### src/design/flash_seq_pkg.sv
// Constants, register map and state type of the flash self-program sequencer.
// Assumes a single 50 MHz system clock and a classic Wishbone register bus.
//
// What this block does
// - Core is held stalled while any erase or program operation runs.
// - A row write lasts 11064 cycles of the 7.37 MHz internal fast oscillator.
// - Setting bit 15 of the control register launches; hardware clears it when done.
// - Unlock register is write-only; 0x55 then 0xAA on consecutive writes.
// - No erase or program proceeds without the unlock sequence.
// - Page erase: operation code 0010, erase bit 6 set, write enable bit 14 set.
// - A dummy low table write inside a page latches that page as erase target.
// - Erase clears a whole page of eight rows, 512 instructions.
// - Row program: operation code 0001, erase bit clear, write enable set.
// - Buffer words come from one 64-instruction aligned block, in sequential order.
// - Target address is table page bits 7:0 joined with the effective address.
package flash_seq_pkg;

	// Clock and oscillator rates
	localparam int unsigned CLK_FREQ_KHZ          = 50000;
	localparam int unsigned FRC_FREQ_KHZ          = 7370;
	localparam int unsigned ROW_WRITE_FRC_CYCLES  = 11064;
	localparam int unsigned PAGE_ERASE_FRC_CYCLES = 11064;

	// Register byte offsets
	localparam logic [7:0] ADDR_CONTROL = 8'h00;
	localparam logic [7:0] ADDR_KEY     = 8'h04;
	localparam logic [7:0] ADDR_PAGE    = 8'h08;
	localparam logic [7:0] ADDR_EA      = 8'h0c;
	localparam logic [7:0] ADDR_TBL_LOW = 8'h10;
	localparam logic [7:0] ADDR_TBL_HIGH = 8'h14;
	localparam logic [7:0] ADDR_STATUS  = 8'h18;

	// Control register fields
	localparam int unsigned CTRL_START_BIT = 15;
	localparam int unsigned CTRL_WRITE_ENABLE_BIT_BIT  = 14;
	localparam int unsigned CTRL_ERASE_BIT = 6;
	localparam int unsigned CTRL_OP_MSB    = 3;
	localparam int unsigned CTRL_OP_LSB    = 0;
	localparam logic [15:0] CTRL_WR_MASK   = 16'hc04f;
	localparam logic [15:0] CTRL_RESET     = 16'h0000;
	localparam logic [3:0]  OP_PAGE_ERASE  = 4'h2;
	localparam logic [3:0]  OP_ROW_PROG    = 4'h1;

	// Unlock key values
	localparam logic [7:0] KEY_FIRST  = 8'h55;
	localparam logic [7:0] KEY_SECOND = 8'haa;

	// Address geometry: two program addresses per instruction
	localparam int unsigned ROW_WORDS     = 64;
	localparam int unsigned ROW_ADDR_LSB  = 7;
	localparam int unsigned PAGE_ADDR_LSB = 10;
	localparam int unsigned IDX_LSB       = 1;

	// Status register fields
	localparam int unsigned STAT_BUSY_BIT    = 0;
	localparam int unsigned STAT_UNLOCK_BIT  = 1;
	localparam int unsigned STAT_REFUSED_BIT = 2;
	localparam int unsigned STAT_PAGE_LSB    = 16;

	typedef enum logic [2:0] {
		ST_IDLE    = 3'b000,
		ST_ERASE   = 3'b001,
		ST_PROGRAM = 3'b010,
		ST_WAIT    = 3'b011,
		ST_FINISH  = 3'b100
	} seq_state_type;

endpackage : flash_seq_pkg

### src/design/osc_tick_gen.sv
// Fractional divider giving one-cycle pulses at the internal fast oscillator rate.
// Assumes clk_i runs at CLK_FREQ_KHZ and FRC_KHZ is below it.
`timescale 1ns/1ps
module osc_tick_gen
	import flash_seq_pkg::*;
#(
	parameter int unsigned CLK_KHZ = CLK_FREQ_KHZ,
	parameter int unsigned FRC_KHZ = FRC_FREQ_KHZ
) (
	// Clock and reset
	input  wire logic clk_i,
	input  wire logic rst_i,
	// Oscillator cycle pulse
	output logic      tick_o
);
	logic [16:0] acc_ff;
	logic [16:0] nxt_acc;
	logic        tick_ff;
	logic        nxt_tick;
	logic [16:0] sum;

	always_comb begin
		sum = acc_ff + 17'(FRC_KHZ);
		if (sum >= 17'(CLK_KHZ)) begin
			nxt_acc  = sum - 17'(CLK_KHZ);
			nxt_tick = 1'b1;
		end else begin
			nxt_acc  = sum;
			nxt_tick = 1'b0;
		end
	end

	always_ff @(posedge clk_i) begin
		if (rst_i) begin
			acc_ff  <= 17'h00000;
			tick_ff <= 1'b0;
		end else begin
			acc_ff  <= nxt_acc;
			tick_ff <= nxt_tick;
		end
	end

	assign tick_o = tick_ff;
endmodule : osc_tick_gen

### src/design/unlock_key_watch.sv
// Tracks the two-write unlock sequence on the key register.
// Assumes one-cycle write strobes from the register slave.
`timescale 1ns/1ps
module unlock_key_watch
	import flash_seq_pkg::*;
(
	// Clock and reset
	input  wire logic       clk_i,
	input  wire logic       rst_i,
	// Register writes
	input  wire logic       key_wr_i,
	input  wire logic       other_wr_i,
	input  wire logic [7:0] key_data_i,
	// Unlock state
	output logic            unlocked_o
);
	logic armed_ff;
	logic nxt_armed;
	logic unlocked_ff;
	logic nxt_unlocked;

	always_comb begin
		nxt_armed    = armed_ff;
		nxt_unlocked = unlocked_ff;
		if (key_wr_i) begin
			nxt_unlocked = armed_ff && (key_data_i == KEY_SECOND);
			nxt_armed    = (key_data_i == KEY_FIRST);
		end else if (other_wr_i) begin
			nxt_armed    = 1'b0;
			nxt_unlocked = 1'b0;
		end
	end

	always_ff @(posedge clk_i) begin
		if (rst_i) begin
			armed_ff    <= 1'b0;
			unlocked_ff <= 1'b0;
		end else begin
			armed_ff    <= nxt_armed;
			unlocked_ff <= nxt_unlocked;
		end
	end

	assign unlocked_o = unlocked_ff;
endmodule : unlock_key_watch

### src/design/flash_self_program_sequencer.sv
// Flash self-program sequencer: register slave, holding buffer, erase and row program.
// Assumes a classic Wishbone master and a flash array taking one word per write strobe.
`timescale 1ns/1ps
module flash_self_program_sequencer
	import flash_seq_pkg::*;
#(
	parameter int unsigned ROW_FRC_CYCLES   = ROW_WRITE_FRC_CYCLES,
	parameter int unsigned ERASE_FRC_CYCLES = PAGE_ERASE_FRC_CYCLES,
	parameter int unsigned CNT_W            = 16
) (
	// Clock and reset
	input  wire logic        clk_i,
	input  wire logic        rst_i,
	// Wishbone slave
	input  wire logic        cyc_i,
	input  wire logic        stb_i,
	input  wire logic        we_i,
	input  wire logic [7:0]  adr_i,
	input  wire logic [3:0]  sel_i,
	input  wire logic [31:0] dat_i,
	output logic [31:0]      dat_o,
	output logic             ack_o,
	// Core stall
	output logic             cpu_stall_o,
	// Flash array
	output logic             flash_erase_o,
	output logic             flash_write_o,
	output logic [23:0]      flash_addr_o,
	output logic [23:0]      flash_wdata_o
);
	// Byte-lane merge of a 16-bit register
	function automatic logic [15:0] merge16(input logic [15:0] old_v, input logic [15:0] new_v,
			input logic [1:0] sel);
		merge16 = {sel[1] ? new_v[15:8] : old_v[15:8], sel[0] ? new_v[7:0] : old_v[7:0]};
	endfunction : merge16

	logic [23:0]   row_buf [ROW_WORDS];

	seq_state_type state_ff;
	seq_state_type nxt_state;
	logic [15:0]   ctrl_ff;
	logic [15:0]   nxt_ctrl;
	logic [7:0]    page_ff;
	logic [7:0]    nxt_page;
	logic [15:0]   ea_ff;
	logic [15:0]   nxt_ea;
	logic [13:0]   erase_pg_ff;
	logic [13:0]   nxt_erase_pg;
	logic [16:0]   row_ff;
	logic [16:0]   nxt_row;
	logic          refused_ff;
	logic          nxt_refused;
	logic [5:0]    idx_ff;
	logic [5:0]    nxt_idx;
	logic [CNT_W-1:0] cnt_ff;
	logic [CNT_W-1:0] nxt_cnt;
	logic [CNT_W-1:0] target_ff;
	logic [CNT_W-1:0] nxt_target;
	logic          ack_ff;
	logic          nxt_ack;
	logic [31:0]   dat_ff;
	logic [31:0]   nxt_dat;
	logic          erase_ff;
	logic          nxt_erase;
	logic          write_ff;
	logic          nxt_write;
	logic [23:0]   faddr_ff;
	logic [23:0]   nxt_faddr;
	logic [23:0]   fdata_ff;
	logic [23:0]   nxt_fdata;

	logic          req;
	logic          wr_req;
	logic          key_wr;
	logic          other_wr;
	logic          unlocked;
	logic          tick;
	logic [23:0]   tbl_addr;
	logic [5:0]    tbl_idx;
	logic          buf_wr_low;
	logic          buf_wr_high;
	logic [15:0]   ctrl_wdata;
	logic          start_req;
	logic          is_erase_op;
	logic          is_prog_op;
	logic          start_ok;

	osc_tick_gen u_tick (
		.clk_i  (clk_i),
		.rst_i  (rst_i),
		.tick_o (tick)
	);

	assign req      = cyc_i && stb_i && !ack_ff;
	assign wr_req   = req && we_i && (state_ff == ST_IDLE);
	assign key_wr   = wr_req && (adr_i == ADDR_KEY) && sel_i[0];
	assign other_wr = wr_req && !key_wr;

	unlock_key_watch u_key (
		.clk_i      (clk_i),
		.rst_i      (rst_i),
		.key_wr_i   (key_wr),
		.other_wr_i (other_wr),
		.key_data_i (dat_i[7:0]),
		.unlocked_o (unlocked)
	);

	// Table address from page and effective address
	assign tbl_addr    = {page_ff, ea_ff};
	assign tbl_idx     = tbl_addr[IDX_LSB +: 6];
	assign buf_wr_low  = wr_req && (adr_i == ADDR_TBL_LOW);
	assign buf_wr_high = wr_req && (adr_i == ADDR_TBL_HIGH) && sel_i[0];

	// Start decode
	assign ctrl_wdata  = merge16(ctrl_ff, dat_i[15:0], sel_i[1:0]) & CTRL_WR_MASK;
	assign start_req   = wr_req && (adr_i == ADDR_CONTROL) && ctrl_wdata[CTRL_START_BIT];
	assign is_erase_op = (ctrl_wdata[CTRL_OP_MSB:CTRL_OP_LSB] == OP_PAGE_ERASE)
		&& ctrl_wdata[CTRL_ERASE_BIT];
	assign is_prog_op  = (ctrl_wdata[CTRL_OP_MSB:CTRL_OP_LSB] == OP_ROW_PROG)
		&& !ctrl_wdata[CTRL_ERASE_BIT];
	assign start_ok    = start_req && unlocked && ctrl_wdata[CTRL_WRITE_ENABLE_BIT_BIT]
		&& (is_erase_op || is_prog_op);

	// Holding buffer
	always_ff @(posedge clk_i) begin
		if (buf_wr_low) begin
			row_buf[tbl_idx][15:0] <= merge16(row_buf[tbl_idx][15:0], dat_i[15:0], sel_i[1:0]);
		end
		if (buf_wr_high) begin
			row_buf[tbl_idx][23:16] <= dat_i[7:0];
		end
	end

	// Register slave
	always_comb begin
		nxt_ack      = req;
		nxt_dat      = dat_ff;
		nxt_ctrl     = ctrl_ff;
		nxt_page     = page_ff;
		nxt_ea       = ea_ff;
		nxt_erase_pg = erase_pg_ff;
		nxt_row      = row_ff;
		nxt_refused  = refused_ff;
		if (req && !we_i) begin
			case (adr_i)
				ADDR_CONTROL: begin
					nxt_dat = {16'h0000, ctrl_ff};
				end
				ADDR_PAGE: begin
					nxt_dat = {24'h000000, page_ff};
				end
				ADDR_EA: begin
					nxt_dat = {16'h0000, ea_ff};
				end
				ADDR_STATUS: begin
					nxt_dat = {2'b00, erase_pg_ff, 13'h0000, refused_ff, unlocked, state_ff != ST_IDLE};
				end
				default: begin
					nxt_dat = 32'h00000000;
				end
			endcase
		end
		if (wr_req) begin
			case (adr_i)
				ADDR_CONTROL: begin
					nxt_ctrl = ctrl_wdata;
					if (start_req && !start_ok) begin
						nxt_ctrl[CTRL_START_BIT] = 1'b0;
					end
					if (start_req) begin
						nxt_refused = !start_ok;
					end
				end
				ADDR_PAGE: begin
					nxt_page = sel_i[0] ? dat_i[7:0] : page_ff;
				end
				ADDR_EA: begin
					nxt_ea = merge16(ea_ff, dat_i[15:0], sel_i[1:0]);
				end
				ADDR_TBL_LOW: begin
					nxt_erase_pg = tbl_addr[23:PAGE_ADDR_LSB];
					nxt_row      = tbl_addr[23:ROW_ADDR_LSB];
				end
				ADDR_TBL_HIGH: begin
					nxt_row = tbl_addr[23:ROW_ADDR_LSB];
				end
				default: begin
					nxt_dat = dat_ff;
				end
			endcase
		end
		if (state_ff == ST_FINISH) begin
			nxt_ctrl[CTRL_START_BIT] = 1'b0;
		end
	end

	always_ff @(posedge clk_i) begin
		if (rst_i) begin
			ack_ff      <= 1'b0;
			dat_ff      <= 32'h00000000;
			ctrl_ff     <= CTRL_RESET;
			page_ff     <= 8'h00;
			ea_ff       <= 16'h0000;
			erase_pg_ff <= 14'h0000;
			row_ff      <= 17'h00000;
			refused_ff  <= 1'b0;
		end else begin
			ack_ff      <= nxt_ack;
			dat_ff      <= nxt_dat;
			ctrl_ff     <= nxt_ctrl;
			page_ff     <= nxt_page;
			ea_ff       <= nxt_ea;
			erase_pg_ff <= nxt_erase_pg;
			row_ff      <= nxt_row;
			refused_ff  <= nxt_refused;
		end
	end

	// Operation sequencer
	always_comb begin
		nxt_state  = state_ff;
		nxt_idx    = idx_ff;
		nxt_cnt    = cnt_ff;
		nxt_target = target_ff;
		nxt_erase  = 1'b0;
		nxt_write  = 1'b0;
		nxt_faddr  = faddr_ff;
		nxt_fdata  = fdata_ff;
		case (state_ff)
			ST_IDLE: begin
				if (start_ok) begin
					nxt_idx = 6'h00;
					nxt_cnt = '0;
					if (is_erase_op) begin
						nxt_state  = ST_ERASE;
						nxt_target = CNT_W'(ERASE_FRC_CYCLES);
					end else begin
						nxt_state  = ST_PROGRAM;
						nxt_target = CNT_W'(ROW_FRC_CYCLES);
					end
				end
			end
			ST_ERASE: begin
				nxt_erase = 1'b1;
				nxt_faddr = {erase_pg_ff, 10'h000};
				nxt_state = ST_WAIT;
			end
			ST_PROGRAM: begin
				nxt_write = 1'b1;
				nxt_faddr = {row_ff, idx_ff, 1'b0};
				nxt_fdata = row_buf[idx_ff];
				nxt_idx   = idx_ff + 6'h01;
				if (idx_ff == 6'(ROW_WORDS - 1)) begin
					nxt_state = ST_WAIT;
				end
			end
			ST_WAIT: begin
				if (tick) begin
					nxt_cnt = cnt_ff + 1'b1;
					if (cnt_ff == target_ff - 1'b1) begin
						nxt_state = ST_FINISH;
					end
				end
			end
			ST_FINISH: begin
				nxt_state = ST_IDLE;
			end
			default: begin
				nxt_state = ST_IDLE;
			end
		endcase
	end

	always_ff @(posedge clk_i) begin
		if (rst_i) begin
			state_ff  <= ST_IDLE;
			idx_ff    <= 6'h00;
			cnt_ff    <= '0;
			target_ff <= '0;
			erase_ff  <= 1'b0;
			write_ff  <= 1'b0;
			faddr_ff  <= 24'h000000;
			fdata_ff  <= 24'h000000;
		end else begin
			state_ff  <= nxt_state;
			idx_ff    <= nxt_idx;
			cnt_ff    <= nxt_cnt;
			target_ff <= nxt_target;
			erase_ff  <= nxt_erase;
			write_ff  <= nxt_write;
			faddr_ff  <= nxt_faddr;
			fdata_ff  <= nxt_fdata;
		end
	end

	assign cpu_stall_o   = (state_ff != ST_IDLE);
	assign ack_o         = ack_ff;
	assign dat_o         = dat_ff;
	assign flash_erase_o = erase_ff;
	assign flash_write_o = write_ff;
	assign flash_addr_o  = faddr_ff;
	assign flash_wdata_o = fdata_ff;
endmodule : flash_self_program_sequencer

### config.mk
export PLATFORM = sky130hd
export DESIGN_NAME = flash_self_program_sequencer
export DESIGN_NICKNAME = d
export VERILOG_FILES = /design/src/design/flash_seq_pkg.sv /design/src/design/osc_tick_gen.sv /design/src/design/unlock_key_watch.sv /design/src/design/flash_self_program_sequencer.sv
export SDC_FILE = /design/constraint.sdc
export NUM_CORES = 2
export LEC_CHECK = 0
export BUFFER_PORTS_ARGS = -buffer_cell sky130_fd_sc_hd__buf_2
export CELL_PAD_IN_SITES_DETAIL_PLACEMENT = 0
export CELL_PAD_IN_SITES_GLOBAL_PLACEMENT = 1
export CORE_ASPECT_RATIO = 1.5
export CORE_MARGIN = 5
export CORE_UTILIZATION = 55
export CTS_CLUSTER_SIZE = 25
export DETAILED_ROUTE_END_ITERATION = 10
export GPL_TIMING_DRIVEN = 0
export PLACE_DENSITY_LB_ADDON = 0.1
export SYNTH_ARGS = -nofsm -noshare
export SYNTH_HDL_FRONTEND = slang
export SYNTH_SLANG_ARGS = --single-unit
### constraint.sdc
create_clock -name clk_i -period 3.7 [get_ports clk_i]
set_input_delay 0.37 -clock clk_i [delete_from_list [all_inputs] [get_ports clk_i]]
set_output_delay 0.37 -clock clk_i [all_outputs]
set_load 0.005 [all_outputs]
== Word level (Yosys, flattened, before mapping) ==
Memory sizes are Yosys's and may differ from the RTL's. A register that Yosys moved wholly into a read port is not among the register bits.
Cells that the tools add are included.
Storage, ports and cells
  register bits after elaboration: 168
  bits in writable memories: 1536
  input port bits: 49
  output and inout port bits: 84
  word-level logic and storage cells: 132
  memories: 1
Memory list
  row_buf: depth 64, width 24, rd ports 1, clocked after Yosys merged registers in 1, write ports 1, line flash_self_program_sequencer.sv:37  | logic [23:0] row_buf [ROW_WORDS];
Operators by class
  $add $sub $neg: 5
  order comparisons: 1
  equality and inequality tests: 23
  mux-type cells: 32
  reductions and logical operators: 49
Operators by type and width (number)
  30-bit one-hot mux with 4 select lines: 1
  32-bit 2-to-1 mux: 3
  24-bit one-hot mux with 2 select lines: 1
  16-bit 2-to-1 mux: 2
  16-bit one-hot mux with 2 select lines: 1
  8-bit by 5-bit == test with 1-bit output (second input constant): 3
  8-bit 2-to-1 mux: 3
  1-bit logical AND: 20
  17-bit by 13-bit adder with 17-bit output (second input constant): 1
  17-bit by 16-bit greater-or-equal comparator with 1-bit output (second input constant): 1
  17-bit 2-to-1 mux: 1
  17-bit by 16-bit subtractor with 17-bit output (second input constant): 1
  16-bit by 1-bit adder with 16-bit output (second input constant): 1
  16-bit == test: 1
  8-bit by 4-bit == test with 1-bit output (second input constant): 2
  3-bit AND reduction: 5
  14-bit by 1-bit subtractor with 15-bit output (second input constant): 1
  2-bit AND reduction: 7
  3-bit 2-to-1 mux: 4
  3-bit one-hot mux with 4 select lines: 1
  6-bit one-hot mux with 2 select lines: 1
  1-bit 2-to-1 mux: 11
  8-bit by 3-bit == test with 1-bit output (second input constant): 1
  8-bit by 7-bit == test with 1-bit output (second input constant): 1
  23 further kinds: 36

== Logic depth before layout (Yosys ltp) ==
  depth in word-level cells: 12
  depth in mapped cells: 11
  gate-level depth less buffers: 9

== Hierarchy ==
From an unflattened synthesis, not the netlist that was laid out.
Second synthesis, totals
  cells, all modules: 3578
  area, all modules: 67750.0 um2
By module, submodules not included
  flash_self_program_sequencer: instances 1, cells each 3417, area each 66231.0 um2
  osc_tick_gen: instances 1, cells each 149, area each 1383.8 um2
  unlock_key_watch: instances 1, cells each 12, area each 135.1 um2

== Worst setup path after synthesis ==
No wires, ideal clock.
  path kind: reg2reg
  from: reg state_ff[0]
  to: mem row_buf[10][0], enable pin
  library setup time: 0.370 ns
  arrival: 2.313 ns
  setup slack: 1.017 ns
  cell stages (with the launch flop): 10
  buffers on the path: 3
  clock period less this slack: 2.683 ns
  cells stage by stage: dfxtp_1 > clkbuf_1 > nor3_2 > and3_1 > buf_2 > nand2_1 > nor2_1 > nand2_1 > clkbuf_1 > nor2_1
On the way
  cells in the longest elaborated chain, start to end: 6
Ends and longest elaborated chain
  start: declaration: line flash_self_program_sequencer.sv:39  | seq_state_type state_ff;
  start signal: assignment: line flash_self_program_sequencer.sv:285  | state_ff <= nxt_state;
  3-bit logical NOT: line flash_self_program_sequencer.sv:95  | assign wr_req = req && we_i && (state_ff == ST_IDLE);
  1-bit logical AND: line flash_self_program_sequencer.sv:95
  1-bit logical AND: line flash_self_program_sequencer.sv:111  | assign buf_wr_low = wr_req && (adr_i == ADDR_TBL_LOW);
  1-bit 2-to-1 mux: line flash_self_program_sequencer.sv:126  | if (buf_wr_low) begin
  1-bit 2-to-1 mux (implied by the code): line flash_self_program_sequencer.sv:127  | row_buf[tbl_idx][15:0] <= merge16(row_buf[tbl_idx][15:0], dat_i[15:0], sel_i[1:0]);
  2-bit AND reduction (no line)
  end: declaration: line flash_self_program_sequencer.sv:37
Every way passes these cells.

== Worst setup path in the final report ==
  from: reg state_ff[0]
  to: mem row_buf[59][3], enable pin
Same word-level chain as after synthesis.

==> key figures <==
Run status
  – Status: finished with violations
  – Failing checks: setup timing

Die
  – Die ar.: around 130000 sq um
  – Count of boundary I/O pins: about 130
  – Standard-cell row count: 157
  – Standard cell core area: 121800 sq um
  – Die W: between 200 and 300 um
  – Die outline height: 438.4 um
  – Starting Density: a little under three fifths

Power
  – LEAKAGE: 22.97 nW
  – Worst supply voltage drop on vdd: about 0.00048 V
  – Total power divided by cell area: 516.3 nW/um^2
  – Final Power: 39.34 mW

STA
  – PnR worst setup slack: -0.03808 ns
  – Setup repair after global routing missed its margin: true
  – Post-route minimum period: 3.738 ns
  – Slew of the pin with the lowest slew margin: about 1.5 ns
  – Setup TNS: -0.9665 ns
  – Total setup violations reported at the end of the flow: a little over 70
  – Final period util: 101.0%
  – Post-route clock skew: 0.01819 ns
  – Count of endpoints failing hold in the final timing report: 0
  – Slew Limit Headroom: less than 1%
  – Final-report max-slew violation count: 0
  – Max Freq: about 270 MHz

Clocking
  – Insertion delay to the later sink of the worst-skew pair: 0.79 ns
  – Clock-pin transition on the worst setup and hold timing paths: 0.07 ns
  – Clock Sinks: 1724
  – Clock tree from TritonCTS: yes
  – Number of buffers between clock root and the deepest sink: 3
  – CTS HTree Levels: 4
  – Number of buffers created by CTS: 155
  – Root Buffer Master: sky130_fd_sc_hd__clkbuf_16

Synthesis
  – FF+latch count, synth: 1724
  – Synthesis warning total: 0
  – Synth Flop Type: sky130_fd_sc_hd__edfxtp_1
  – Mean area per synthesized cell: roughly 19 sq um
  – Area share of the largest cell type after synthesis: approximately two thirds
  – Seq/Total Area, Yosys: approximately three quarters
  – FFs w/ async S/R, synth: 0%
  – Count of flip-flops with a built-in enable after synthesis: 1536
  – Area contributors post-synth: sky130_fd_sc_hd__edfxtp_1 (69%), sky130_fd_sc_hd__mux4_2 (15%), sky130_fd_sc_hd__dfxtp_1 (5.6%), sky130_fd_sc_hd__nor2_1 (1.8%), sky130_fd_sc_hd__nand2_1 (1.4%)
  – Post-Syn Area: 67290 sq um
  – Count of unique library cells instantiated by Yosys: 68
  – Dominant cell by count in the synthesized netlist: sky130_fd_sc_hd__edfxtp_1
  – Most numerous cell types in the synthesized netlist: sky130_fd_sc_hd__edfxtp_1 (1536), sky130_fd_sc_hd__mux4_2 (448), sky130_fd_sc_hd__nor2_1 (322)
  – Cell type with the largest total area after synthesis: sky130_fd_sc_hd__edfxtp_1
  – Synthesized instance count: 3562

Detailed routing
  – Via density per instance: between 6 and 7
  – Drt wl/cell: 34.55 um
  – Number of iterations in the first detailed-routing pass: 7
  – Total Routed Length: approximately 190000 um
  – Via count: 36340
  – DR iter-0 viols: 4292
  – Number of nets still failing antenna checks after routing: 0
  – Post-detailed-route DRC marker count: 0

Finish
  – N_diodes: 0
  – Area overhead of the layout relative to synthesis: 13.23%
  – Filler Cells Inserted: 8564
  – Final layout net count: 3905
  – Share of final-layout standard cells stronger than drive strength 1: 26.52%
  – Post-layout utilization of the core: 62.56%

Critical path
  – Worst Setup Path Type: reg2reg
  – Startpoint Class: register
  – Worst-path maximum fanout: 10
  – Critical Path RT: 4.10 ns
  – Worst R2R Path Depth: 9
  – Crit path arrival time: about 4.1 ns
  – Nature of the critical path endpoint: register

Min path
  – Number of instances on the worst hold path: 1
  – Path category of the worst min-delay check: in2reg

Placement
  – Dpl ws: -1.056 ns
  – IO Port Bufs: about 110
  – Final estimated routing congestion in global placement: roughly 0.90
  – Placed wire-length estimate: 135900 um

Global routing
  – Largest net degree at the start of global routing: 93
  – Global routing usage summed across all routing layers: 29.80%
  – Number of global-route vias before repair: ~37000
  – Antenna violations before repair: 2
  – Wire length of the first global-routing pass: ~270000 um
  – Leftover overflow at the end of global routing: 0

Flow run
  – Max-capacitance violation count: 0
==> metal layers <==
layer	wire, um	part of all wire, %	track usage, %	up-vias
met5	0	0	0	-
met4	13180	6.9	16.29	0
met3	14330	7.5	5.076	455
met2	99710	52	51.60	1897
met1	65070	34	35.70	19060
li1	-	-	-	14930
==> sequential cells by signal, indices dropped and copies added (netlist names), 3 cells and up <==
register and cells:
row_buf 1536, dat_o 30, flash_wdata_o 24, flash_addr_o 23, row_ff 17, cnt_ff 16
ea_ff 16, u_tick.acc_ff 16, erase_pg_ff 14, page_ff 8, ctrl_ff 7, idx_ff 6
state_ff 3
==> cells in the final DEF (no fill, tap or decap), drive strengths merged, types with 11 or more instances in the layout <==
| cell type | synthesis | layout |
|---|---|---|
| and3 | 13 | 13 |
| nor2 | 322 | 322 |
| a21oi | 117 | 117 |
| o21ai | 28 | 28 |
| xnor2 | 19 | 19 |
| a311oi | 14 | 14 |
| clkinv | 0 | 75 |
| a22oi | 52 | 52 |
| a221oi | 15 | 15 |
| clkbuf | 126 | 308 |
| dfxtp | 188 | 188 |
| edfxtp | 1536 | 1536 |
| bufinv | 0 | 12 |
| a22o | 30 | 30 |
| mux2i | 64 | 64 |
| nor3 | 31 | 31 |
| nand2 | 255 | 255 |
| o211ai | 11 | 11 |
| mux4 | 448 | 448 |
| buf | 91 | 199 |
| nand3 | 45 | 45 |
| nor2b | 17 | 17 |
| inv | 5 | 14 |
==> path summary, 6_finish.rpt <==
kind / startpoint / endpoint / slack (ns)
worst max-delay path: state_ff[0] / row_buf[59][3] / -0.04
worst min-delay path: dat_i[5] / row_buf[28][5] / 0.08
worst min register to register: dat_o[25] / dat_o[25] / 0.45
worst max register to register: state_ff[0] / row_buf[59][3] / -0.04
==> timing repair <==
item / in CTS / in global routing
setup buffers: 4 / 1
pin swaps: 2 / 2
endpoints found under the hold margin: 8 / 0
endpoints found under the setup margin: 1536 / 876
hold buffers: 5 / 0
resized for setup: 227 / 99
==> metrics by stage <==
stage          area, sq um  hold slack [ns]  cells
2_1_floorplan        67300           0.4360   3564
3_3_place_gp         69830           0.4408   5263
3_5_place_dp         70140           0.4430   5275
4_1_cts              75850          0.04910   5565
5_1_grt              76190          0.08043   5565
6_report             76190          0.07827   5565
==> where the power goes <==
part / switching [mW] / internal, mW / total [mW]
logic: 1.33 / 0.819 / 2.15
clock network: 7.22 / 8.65 / 15.9
registers: 0.0758 / 21.2 / 21.3
==> cell type report <==
cell class	count	area [sq um]	area share (%)
Clock buffer	175	3975	5.217
Timing Repair Buffer	132	945.9	1.241
Buffer	215	1116	1.465
Tap cell	1590	1989	2.611
Inverter	5	18.77	0.02463
Multi-Input combinational cell	1618	17290	22.69
Clock inverter	106	972.2	1.276
Sequential cell	1724	49890	65.47
==> cell families after synthesis <==
kind of cell	Yosys count	synth area share [%]
flip-flops	1724	74.14
XOR/XNOR	29	0.3775
AO/OA/AOI/OAI	309	3.113
multiplexers	517	16.03
AND/OR/NAND/NOR	755	4.849
buffers and inverters	222	1.395
other	1	0.005573
adder cells (fa/ha/maj)	5	0.09297
==> critical path: stages, from the launching register on <==
cell	delay (ns)
sky130_fd_sc_hd__dfxtp_1	0.30
sky130_fd_sc_hd__clkbuf_1	0.17
sky130_fd_sc_hd__nor3_2	0.42
sky130_fd_sc_hd__and3_1	0.22
sky130_fd_sc_hd__buf_2	0.19
sky130_fd_sc_hd__nand2_1	0.28
sky130_fd_sc_hd__nor2_4	0.34
sky130_fd_sc_hd__nand2_2	0.33
sky130_fd_sc_hd__clkbuf_1	0.31
sky130_fd_sc_hd__nor2_1	0.76
No activity file was read; power rests on OpenSTA's default activity.
